## src/core/mprs_regs_vh_regs.vh

```
/*
  Offsets, field positions and reset values for the modem pin and read
  strobe block of the serial communications element.
  Assumes inclusion by bare name from core/ files.
*/
`ifndef MPRS_REGS_VH
`define MPRS_REGS_VH

// ========================================================
// bus byte addresses
`define MPRS_IER_ADDR   5'h04
`define MPRS_MCTL_ADDR  5'h10
`define MPRS_MSR_ADDR   5'h18

// ========================================================
// pin-side register indices
`define MPRS_PIN_IER    3'h1
`define MPRS_PIN_MCTL   3'h4
`define MPRS_PIN_MSR    3'h6

// ========================================================
// modem control fields
`define MPRS_MCTL_W     6
`define MPRS_MCTL_DTR   0
`define MPRS_MCTL_RTS   1
`define MPRS_MCTL_USR1  2
`define MPRS_MCTL_USR2  3
`define MPRS_MCTL_LOOP  4
`define MPRS_MCTL_AUTO  5
`define MPRS_MCTL_RST   6'h00

// ========================================================
// modem status fields
`define MPRS_MSR_RFLAG  2
`define MPRS_MSR_RING   6

// ========================================================
// interrupt enable fields
`define MPRS_IER_W      4
`define MPRS_IER_MSI    3
`define MPRS_IER_RST    4'h0

// ========================================================
// synchroniser layout
`define MPRS_SYNC_W     11
`define MPRS_SY_SELA    0
`define MPRS_SY_SELB    1
`define MPRS_SY_CS2N    2
`define MPRS_SY_RDN     3
`define MPRS_SY_RDH     4
`define MPRS_SY_ADDR    5
`define MPRS_SY_RING    8
`define MPRS_SY_MRST    9
`define MPRS_SY_RCLK    10

`endif

```

## src/core/mprs_top.v

```verilog
/*
  Modem control pins, ring indicator status and read strobe qualification
  of an asynchronous serial communications element, with an Avalon-MM
  register slave for software.
  Assumes one 25 MHz clock; all pins are asynchronous and are synchronised
  here; the receiver threshold signal comes from same-clock logic.
*/
// Our own choices: the Avalon-MM interface to the registers and the register addresses.
`timescale 1ns/1ps
`default_nettype none
`include "mprs_regs_vh_regs.vh"

module mprs_top (
  input  wire        clock,
  input  wire        arst_n,
  // avalon-mm slave
  input  wire [4:0]  address,
  input  wire        read,
  input  wire        write,
  input  wire [31:0] writedata,
  input  wire [3:0]  byteenable,
  output wire [31:0] readdata,
  output wire        waitrequest,
  // host pin side
  input  wire        chip_select_zero,
  input  wire        chip_select_one,
  input  wire        chip_select_two_low_n,
  input  wire        read_strobe_low_active_n,
  input  wire        read_strobe_high_active,
  input  wire [2:0]  pin_addr,
  output wire [7:0]  pin_data_out,
  output wire        pin_data_oe,
  output wire        driver_disable,
  input  wire        master_reset,
  // modem side
  input  wire        ring_indicator,
  input  wire        rx_threshold_reached,
  input  wire        rx_clock_16x,
  output wire        rx_sample_tick,
  output wire        user_output_one_n,
  output wire        user_output_two_n,
  output wire        request_to_send_n,
  output wire        modem_status_irq
);

  // ======================================================
  // pin synchronisers
  wire [`MPRS_SYNC_W-1:0] pins_raw;
  reg  [`MPRS_SYNC_W-1:0] pins_s1_q;
  reg  [`MPRS_SYNC_W-1:0] pins_s2_q;
  reg                     ring_s3_q;
  reg                     rclk_s3_q;

  assign pins_raw = {rx_clock_16x,
                     master_reset,
                     ring_indicator,
                     pin_addr,
                     read_strobe_high_active,
                     read_strobe_low_active_n,
                     chip_select_two_low_n,
                     chip_select_one,
                     chip_select_zero};

  always @(posedge clock or negedge arst_n) begin
    if (!arst_n) begin
      pins_s1_q <= {`MPRS_SYNC_W{1'b0}};
      pins_s2_q <= {`MPRS_SYNC_W{1'b0}};
      ring_s3_q <= 1'b0;
      rclk_s3_q <= 1'b0;
    end else begin
      pins_s1_q <= pins_raw;
      pins_s2_q <= pins_s1_q;
      ring_s3_q <= pins_s2_q[`MPRS_SY_RING];
      rclk_s3_q <= pins_s2_q[`MPRS_SY_RCLK];
    end
  end

  wire       mrst_s;
  wire       ring_s;
  wire       ring_rise;
  wire [2:0] paddr_s;

  assign mrst_s    = pins_s2_q[`MPRS_SY_MRST];
  assign ring_s    = pins_s2_q[`MPRS_SY_RING];
  assign ring_rise = ring_s & ~ring_s3_q;
  assign paddr_s   = pins_s2_q[`MPRS_SY_ADDR+2:`MPRS_SY_ADDR];

  // ======================================================
  // receiver clock tick
  reg rx_tick_q;

  always @(posedge clock or negedge arst_n) begin
    if (!arst_n) begin
      rx_tick_q <= 1'b0;
    end else begin
      rx_tick_q <= pins_s2_q[`MPRS_SY_RCLK] & ~rclk_s3_q;
    end
  end

  assign rx_sample_tick = rx_tick_q;

  // ======================================================
  // pin read qualification
  wire pin_sel;
  wire pin_rd_act;
  reg  pin_rd_act_q;
  wire pin_rd_start;

  assign pin_sel = pins_s2_q[`MPRS_SY_SELA] &
                   pins_s2_q[`MPRS_SY_SELB] &
                   ~pins_s2_q[`MPRS_SY_CS2N];
  assign pin_rd_act = pin_sel &
                      (~pins_s2_q[`MPRS_SY_RDN] |
                       pins_s2_q[`MPRS_SY_RDH]);
  assign pin_rd_start = pin_rd_act & ~pin_rd_act_q;

  // ======================================================
  // avalon handshake
  reg  ack_q;
  wire bus_req;
  wire bus_done;
  wire wr_ok;

  assign bus_req     = read | write;
  assign waitrequest = bus_req & ~ack_q;
  assign bus_done    = bus_req & ack_q;
  assign wr_ok       = write & bus_done & byteenable[0];

  always @(posedge clock or negedge arst_n) begin
    if (!arst_n) begin
      ack_q <= 1'b0;
    end else begin
      ack_q <= bus_req & ~ack_q;
    end
  end

  // ======================================================
  // control and status registers
  reg  [`MPRS_MCTL_W-1:0] mctl_q;
  reg  [`MPRS_IER_W-1:0]  ier_q;
  reg                     rflag_q;
  reg                     rflag_d;
  wire                    msr_rd_bus;
  wire                    msr_rd_pin;
  wire                    loop_on;
  wire [7:0]              msr_val;

  assign msr_rd_bus = read & bus_done & (address == `MPRS_MSR_ADDR);
  assign msr_rd_pin = pin_rd_start & (paddr_s == `MPRS_PIN_MSR);
  assign loop_on    = mctl_q[`MPRS_MCTL_LOOP];

  always @* begin
    // set wins over the clear of a status read
    rflag_d = rflag_q;
    if (msr_rd_bus | msr_rd_pin) begin
      rflag_d = 1'b0;
    end
    if (ring_rise) begin
      rflag_d = 1'b1;
    end
  end

  always @(posedge clock or negedge arst_n) begin
    if (!arst_n) begin
      mctl_q  <= `MPRS_MCTL_RST;
      ier_q   <= `MPRS_IER_RST;
      rflag_q <= 1'b0;
    end else if (mrst_s) begin
      mctl_q  <= `MPRS_MCTL_RST;
      ier_q   <= `MPRS_IER_RST;
      rflag_q <= 1'b0;
    end else begin
      rflag_q <= rflag_d;
      if (wr_ok && address == `MPRS_MCTL_ADDR) begin
        mctl_q <= writedata[`MPRS_MCTL_W-1:0];
      end
      if (wr_ok && address == `MPRS_IER_ADDR) begin
        ier_q <= writedata[`MPRS_IER_W-1:0];
      end
    end
  end

  assign msr_val = {1'b0,
                    ring_s,
                    3'b000,
                    rflag_q,
                    2'b00};

  // ======================================================
  // register read mux
  function [7:0] bus_mux;
    input [4:0] a;
    input [`MPRS_MCTL_W-1:0] m;
    input [`MPRS_IER_W-1:0] e;
    input [7:0] s;
    begin
      case (a)
        `MPRS_IER_ADDR: bus_mux = {4'h0, e};
        `MPRS_MCTL_ADDR: bus_mux = {2'b00, m};
        `MPRS_MSR_ADDR: bus_mux = s;
        default:        bus_mux = 8'h00;
      endcase
    end
  endfunction

  function [7:0] pin_mux;
    input [2:0] a;
    input [`MPRS_MCTL_W-1:0] m;
    input [`MPRS_IER_W-1:0] e;
    input [7:0] s;
    begin
      case (a)
        `MPRS_PIN_IER: pin_mux = {4'h0, e};
        `MPRS_PIN_MCTL: pin_mux = {2'b00, m};
        `MPRS_PIN_MSR: pin_mux = s;
        default:       pin_mux = 8'h00;
      endcase
    end
  endfunction

  reg [7:0] rdata_q;

  always @(posedge clock or negedge arst_n) begin
    if (!arst_n) begin
      rdata_q <= 8'h00;
    end else if (read && !ack_q) begin
      rdata_q <= bus_mux(address, mctl_q, ier_q, msr_val);
    end
  end

  assign readdata = {24'h000000, rdata_q};

  // ======================================================
  // pin data bus and driver disable
  reg [7:0] pdata_q;
  reg       poe_q;
  reg       drv_dis_q;

  always @(posedge clock or negedge arst_n) begin
    if (!arst_n) begin
      pin_rd_act_q <= 1'b0;
      pdata_q      <= 8'h00;
      poe_q        <= 1'b0;
      drv_dis_q    <= 1'b1;
    end else begin
      pin_rd_act_q <= pin_rd_act;
      poe_q        <= pin_rd_act;
      drv_dis_q    <= ~pin_rd_act;
      if (pin_rd_start) begin
        pdata_q <= pin_mux(paddr_s, mctl_q, ier_q, msr_val);
      end
    end
  end

  assign pin_data_out   = pdata_q;
  assign pin_data_oe    = poe_q;
  assign driver_disable = drv_dis_q;

  // ======================================================
  // modem control outputs
  reg usr1_n_q;
  reg usr2_n_q;
  reg rts_n_q;
  reg irq_q;

  always @(posedge clock or negedge arst_n) begin
    if (!arst_n) begin
      usr1_n_q <= 1'b1;
      usr2_n_q <= 1'b1;
      rts_n_q  <= 1'b1;
      irq_q    <= 1'b0;
    end else if (mrst_s) begin
      usr1_n_q <= 1'b1;
      usr2_n_q <= 1'b1;
      rts_n_q  <= 1'b1;
      irq_q    <= 1'b0;
    end else begin
      usr1_n_q <= ~(mctl_q[`MPRS_MCTL_USR1] & ~loop_on);
      usr2_n_q <= ~(mctl_q[`MPRS_MCTL_USR2] & ~loop_on);
      rts_n_q  <= ~(mctl_q[`MPRS_MCTL_RTS] & ~loop_on &
                    ~(mctl_q[`MPRS_MCTL_AUTO] &
                      rx_threshold_reached));
      irq_q    <= rflag_d & ier_q[`MPRS_IER_MSI];
    end
  end

  assign user_output_one_n = usr1_n_q;
  assign user_output_two_n = usr2_n_q;
  assign request_to_send_n = rts_n_q;
  assign modem_status_irq  = irq_q;

endmodule // mprs_top
`default_nettype wire

```

## config.mk

```make
export PLATFORM = sky130hd
export DESIGN_NAME = mprs_top
export DESIGN_NICKNAME = d
export VERILOG_FILES = /design/src/core/mprs_top.v
export VERILOG_INCLUDE_DIRS = /design/src /design/src/core
export SDC_FILE = /design/constraint.sdc
export NUM_CORES = 1
export LEC_CHECK = 0
export BUFFER_PORTS_ARGS = -buffer_cell sky130_fd_sc_hd__clkbuf_2
export CAP_MARGIN = 10
export CORE_UTILIZATION = 43
export CTS_BUF_LIST = sky130_fd_sc_hd__clkbuf_2
export CTS_CLUSTER_SIZE = 12
export DETAILED_ROUTE_END_ITERATION = 6
export PLACE_DENSITY = 0.86
export SLEW_MARGIN = 20
export SYNTH_ARGS = -nofsm -noshare
export SYNTH_HDL_FRONTEND = slang
export SYNTH_SLANG_ARGS = --single-unit
```

## constraint.sdc

```tcl
create_clock -name clock -period 1.6 [get_ports clock]
set_input_delay 0.08 -clock clock [delete_from_list [all_inputs] [get_ports clock]]
set_output_delay 0.08 -clock clock [all_outputs]
set_load 0.01 [all_outputs]
```

==> impl_results.md <==
* CTS tree: done
* Power per Cell Area at 874 mW/mm²
* Worst Path Arrival at 1.67 ns
* Final RePlAce weighted congestion at 0.863
* Worst skew pair latency at between 0.4 and 0.5 ns
* Vias in the first global route at between 1000 and 1500
* Fin crit period at 1.35 ns
* Chip Height at 74.7 µm
* Place WS at roughly 0.11 ns
* FMAX at 743 MHz
* RSZ-0062 raised after global routing: no
* Clk sinks at 57
* Least-Margin Pin Slew at 0.558 ns
* Most crowded layer after global routing: met2
* Synth top cells by count: dfrtp_1, buf_4, nand2_1, o21ai_0, mux2i_1
* Post-synth EDFFs at 0
* Initial antenna violation count at 0
* DP HPWL at 2910 µm
* Antenna diodes at 0
* Critical Path End Type: register
* Fillers at 459
* Vias per cell at 4.62
* Clock Path Buffers at 2
* Status: completed
* Largest net degree at the start of global routing at 58
* Register area share after synthesis at 0.629
* Met1 Track Usage GR at 0.227
* Syn_area_per_cell at 12.0 µm²
* Asr flop ratio synth at 1.00
* Clock power frac at 0.276
* DR DRC count at 0
* Slew Limit Fails at 0
* CTS Buf Count at 9
* Post-Route Setup TNS at 0 ns
* Slew headroom at 0.627
* Top-area cell type share of the netlist area at 0.583
* Total track usage at 0.166
* Reg power frac at 0.613
* Port buffer count at 49
* Layout area overhead at 25.9%
* Mapped cell area at 0.00227 mm²
* Cell internal pwr at 1830 µW
* Placeable Area at 0.00511 mm²
* Post_cts resized at 0
* Clk root buf: clkbuf_2
* Post-CTS Setup Inserts at 0
* Final hold violation count at 0
* Period Utilization, post-route at 0.842
* IO Count at 105
* Met3 Track Usage GR at 0.0455
* Comb pwr share at 0.111
* Die width at 74.7 µm
* Cells after Synth at between 150 and 200
* Initial Utilization at 0.445
* Global route overflow at 0
* Antenna Nets Post-Route at 0
* Critical path startpoint category: register
* Final Setup Violations at 0
* Commonest register cell after synthesis: dfrtp_1
* Ranking of synthesized cells by area: dfrtp_1, buf_4, mux2i_1
* Nets at 329
* Most numerous cell in the Yosys netlist: dfrtp_1
* Row count at 26
* VDD IR-drop max at 0.588 mV
* First-pass GRT wire length at 6640 µm
* Final WS setup at 0.253 ns
* # H-tree levels at 3
* Drt wl/cell at about 12 µm
* HP Class: in2reg
* Yosys cell types at 36
* CTS clk-pin slew, worst paths at 0.16 ns
* Clock Skews at 0.0197 ns
* Met2 Usage GRT at 0.231
* DRT Wirelength at 4160 µm
* Ys Warns at 0
* Drt pass-1 iters at 4
* DRT iter0 DRCs at 168
* Psw at 675 µW
* Pleak at 0.00140 µW
* Synthesized flop and latch total at 57
* Top cell type by total area after synthesis: dfrtp_1
* Crit-path max FO at 8
* Switching fraction of total power at 0.270
* WS Path Type: reg2reg
* Layout cells sized above 1 at 0.285
* Worst endpoint required time at 1.92 ns
* Max-cap viol count at 0
* Vias at 1604
* Die Area at 0.00558 mm²
-- area by class of cell --
class | instances | area (µm²) | share of cell area
well taps | 70 | 87.6 | 0.0306
repair buffers | 78 | 543 | 0.190
clock buffers | 11 | 55.1 | 0.0192
flip-flops and latches | 57 | 1430 | 0.500
multi-input cells | 122 | 707 | 0.247
clock inverters | 5 | 25.0 | 0.00874
inverters | 4 | 15.0 | 0.00524
-- final timing paths --
path / startpoint / to / slack, ns / cells after the start
max reg2reg: pin_data_oe$_DFF_PN0_ / modem_status_irq$_DFF_PN0_ / 0.25 / 4
min reg2reg: pins_s1_q[8]$_DFF_PN0_ / pins_s2_q[8]$_DFF_PN0_ / 0.36 / 0
max: pin_data_oe$_DFF_PN0_ / modem_status_irq$_DFF_PN0_ / 0.25 / 4
max in group asynchronous: arst_n / user_output_one_n$_DFF_PN1_ / 1.16 / 3
min in group asynchronous: arst_n / rdata_q[6]$_DFFE_PN0P_ / 0.14 / 3
min: address[2] / rdata_q[0]$_DFFE_PN0P_ / 0.06 / 4
-- cells by family after synthesis --
group / Yosys count / synth area share
other: 1 / 0.00165
AND/OR/NAND/NOR: 51 / 0.120
AO/OA/AOI/OAI: 33 / 0.0941
flip-flops: 57 / 0.629
multiplexers: 12 / 0.0534
buffers and inverters: 35 / 0.101
-- state kept, by name (all words and copies together) (netlist names) --
| signal | count |
|---|---|
| rdata_q | 7 |
| rflag_q | 1 |
| rclk_s3_q | 1 |
| pins_s2_q | 11 |
| rx_sample_tick | 1 |
| driver_disable | 1 |
| pin_data_out | 7 |
| modem_status_irq | 1 |
| ier_q | 4 |
| pins_s1_q | 11 |
| ring_s3_q | 1 |
| ack_q | 1 |
| request_to_send_n | 1 |
| pin_data_oe | 1 |
| user_output_two_n | 1 |
| mctl_q | 6 |
| user_output_one_n | 1 |
-- layout by cell type, fill, tap and decap left out --
cell type	netlist	layout
dlygate4sd3_1	0	22
o21ai_0	15	15
nor3_2	1	1
clkinv_1	1	3
conb_1	1	26
dfrtp_1	53	53
clkinvlp_4	0	1
dfstp_2	4	4
buf_4	26	5
or4b_1	1	1
a32oi_1	1	1
nor3b_1	2	2
mux2i_1	11	11
o31ai_1	1	1
nand2_1	23	23
clkbuf_2	0	60
nor3_1	2	2
inv_1	3	3
a22oi_1	3	3
or2_2	1	1
nor3b_4	1	1
o22a_1	1	1
o22ai_1	2	2
mux2_2	1	1
o211ai_1	1	1
nor4_2	1	1
nor2_1	6	6
nand3_1	4	4
o2111ai_1	1	1
nand2b_1	2	2
nor2b_1	3	3
buf_12	0	2
and3_1	2	2
clkinv_2	0	2
a31oi_1	3	3
nand3b_1	1	1
nand4bb_1	1	1
o2bb2ai_1	3	3
a22o_1	2	2
-- metal layers --
| layer | up-vias | routed length (µm) |
|---|---|---|
| met3 | 10 | 234 |
| met4 | 0 | 105 |
| met1 | 758 | 1840 |
| li1 | 766 | - |
| met5 | - | 0 |
| met2 | 70 | 1980 |
-- critical path, cell delays in order (launching register included) --
cell       delay (ns)
dfrtp_1          0.42
nand4bb_1        0.21
buf_4            0.18
nor3_1           0.27
o22ai_1          0.14
-- power by group through the flow --
stage          Combinational (µW)  Sequential [µW]  Clock, µW
2_1_floorplan                 152             1570          0
3_3_place_gp                  229             1560          0
3_5_place_dp                  234             1560          0
4_1_cts                       278             1540        722
5_1_grt                       314             1540        800
6_report                      278             1540        691
-- through the flow --
step           hold WS, ns  std cells   util  total power (µW)  cell area (µm²)
4_1_cts             0.0226        347  0.561              2540             2860
3_3_place_gp         0.100        309  0.502              1790             2560
5_1_grt             0.0587        347  0.561              2660             2860
6_report            0.0615        347  0.561              2500             2860
2_1_floorplan       -0.216        214      -              1720             2370
3_5_place_dp         0.101        309  0.502              1800             2560
-- what timing repair did --
action / CTS / global route
endpoints found under the setup margin: 0 / 0
hold endpoints to repair: 81 / 0
hold buffers: 22 / 0
(Power assumes the default switching activity.)
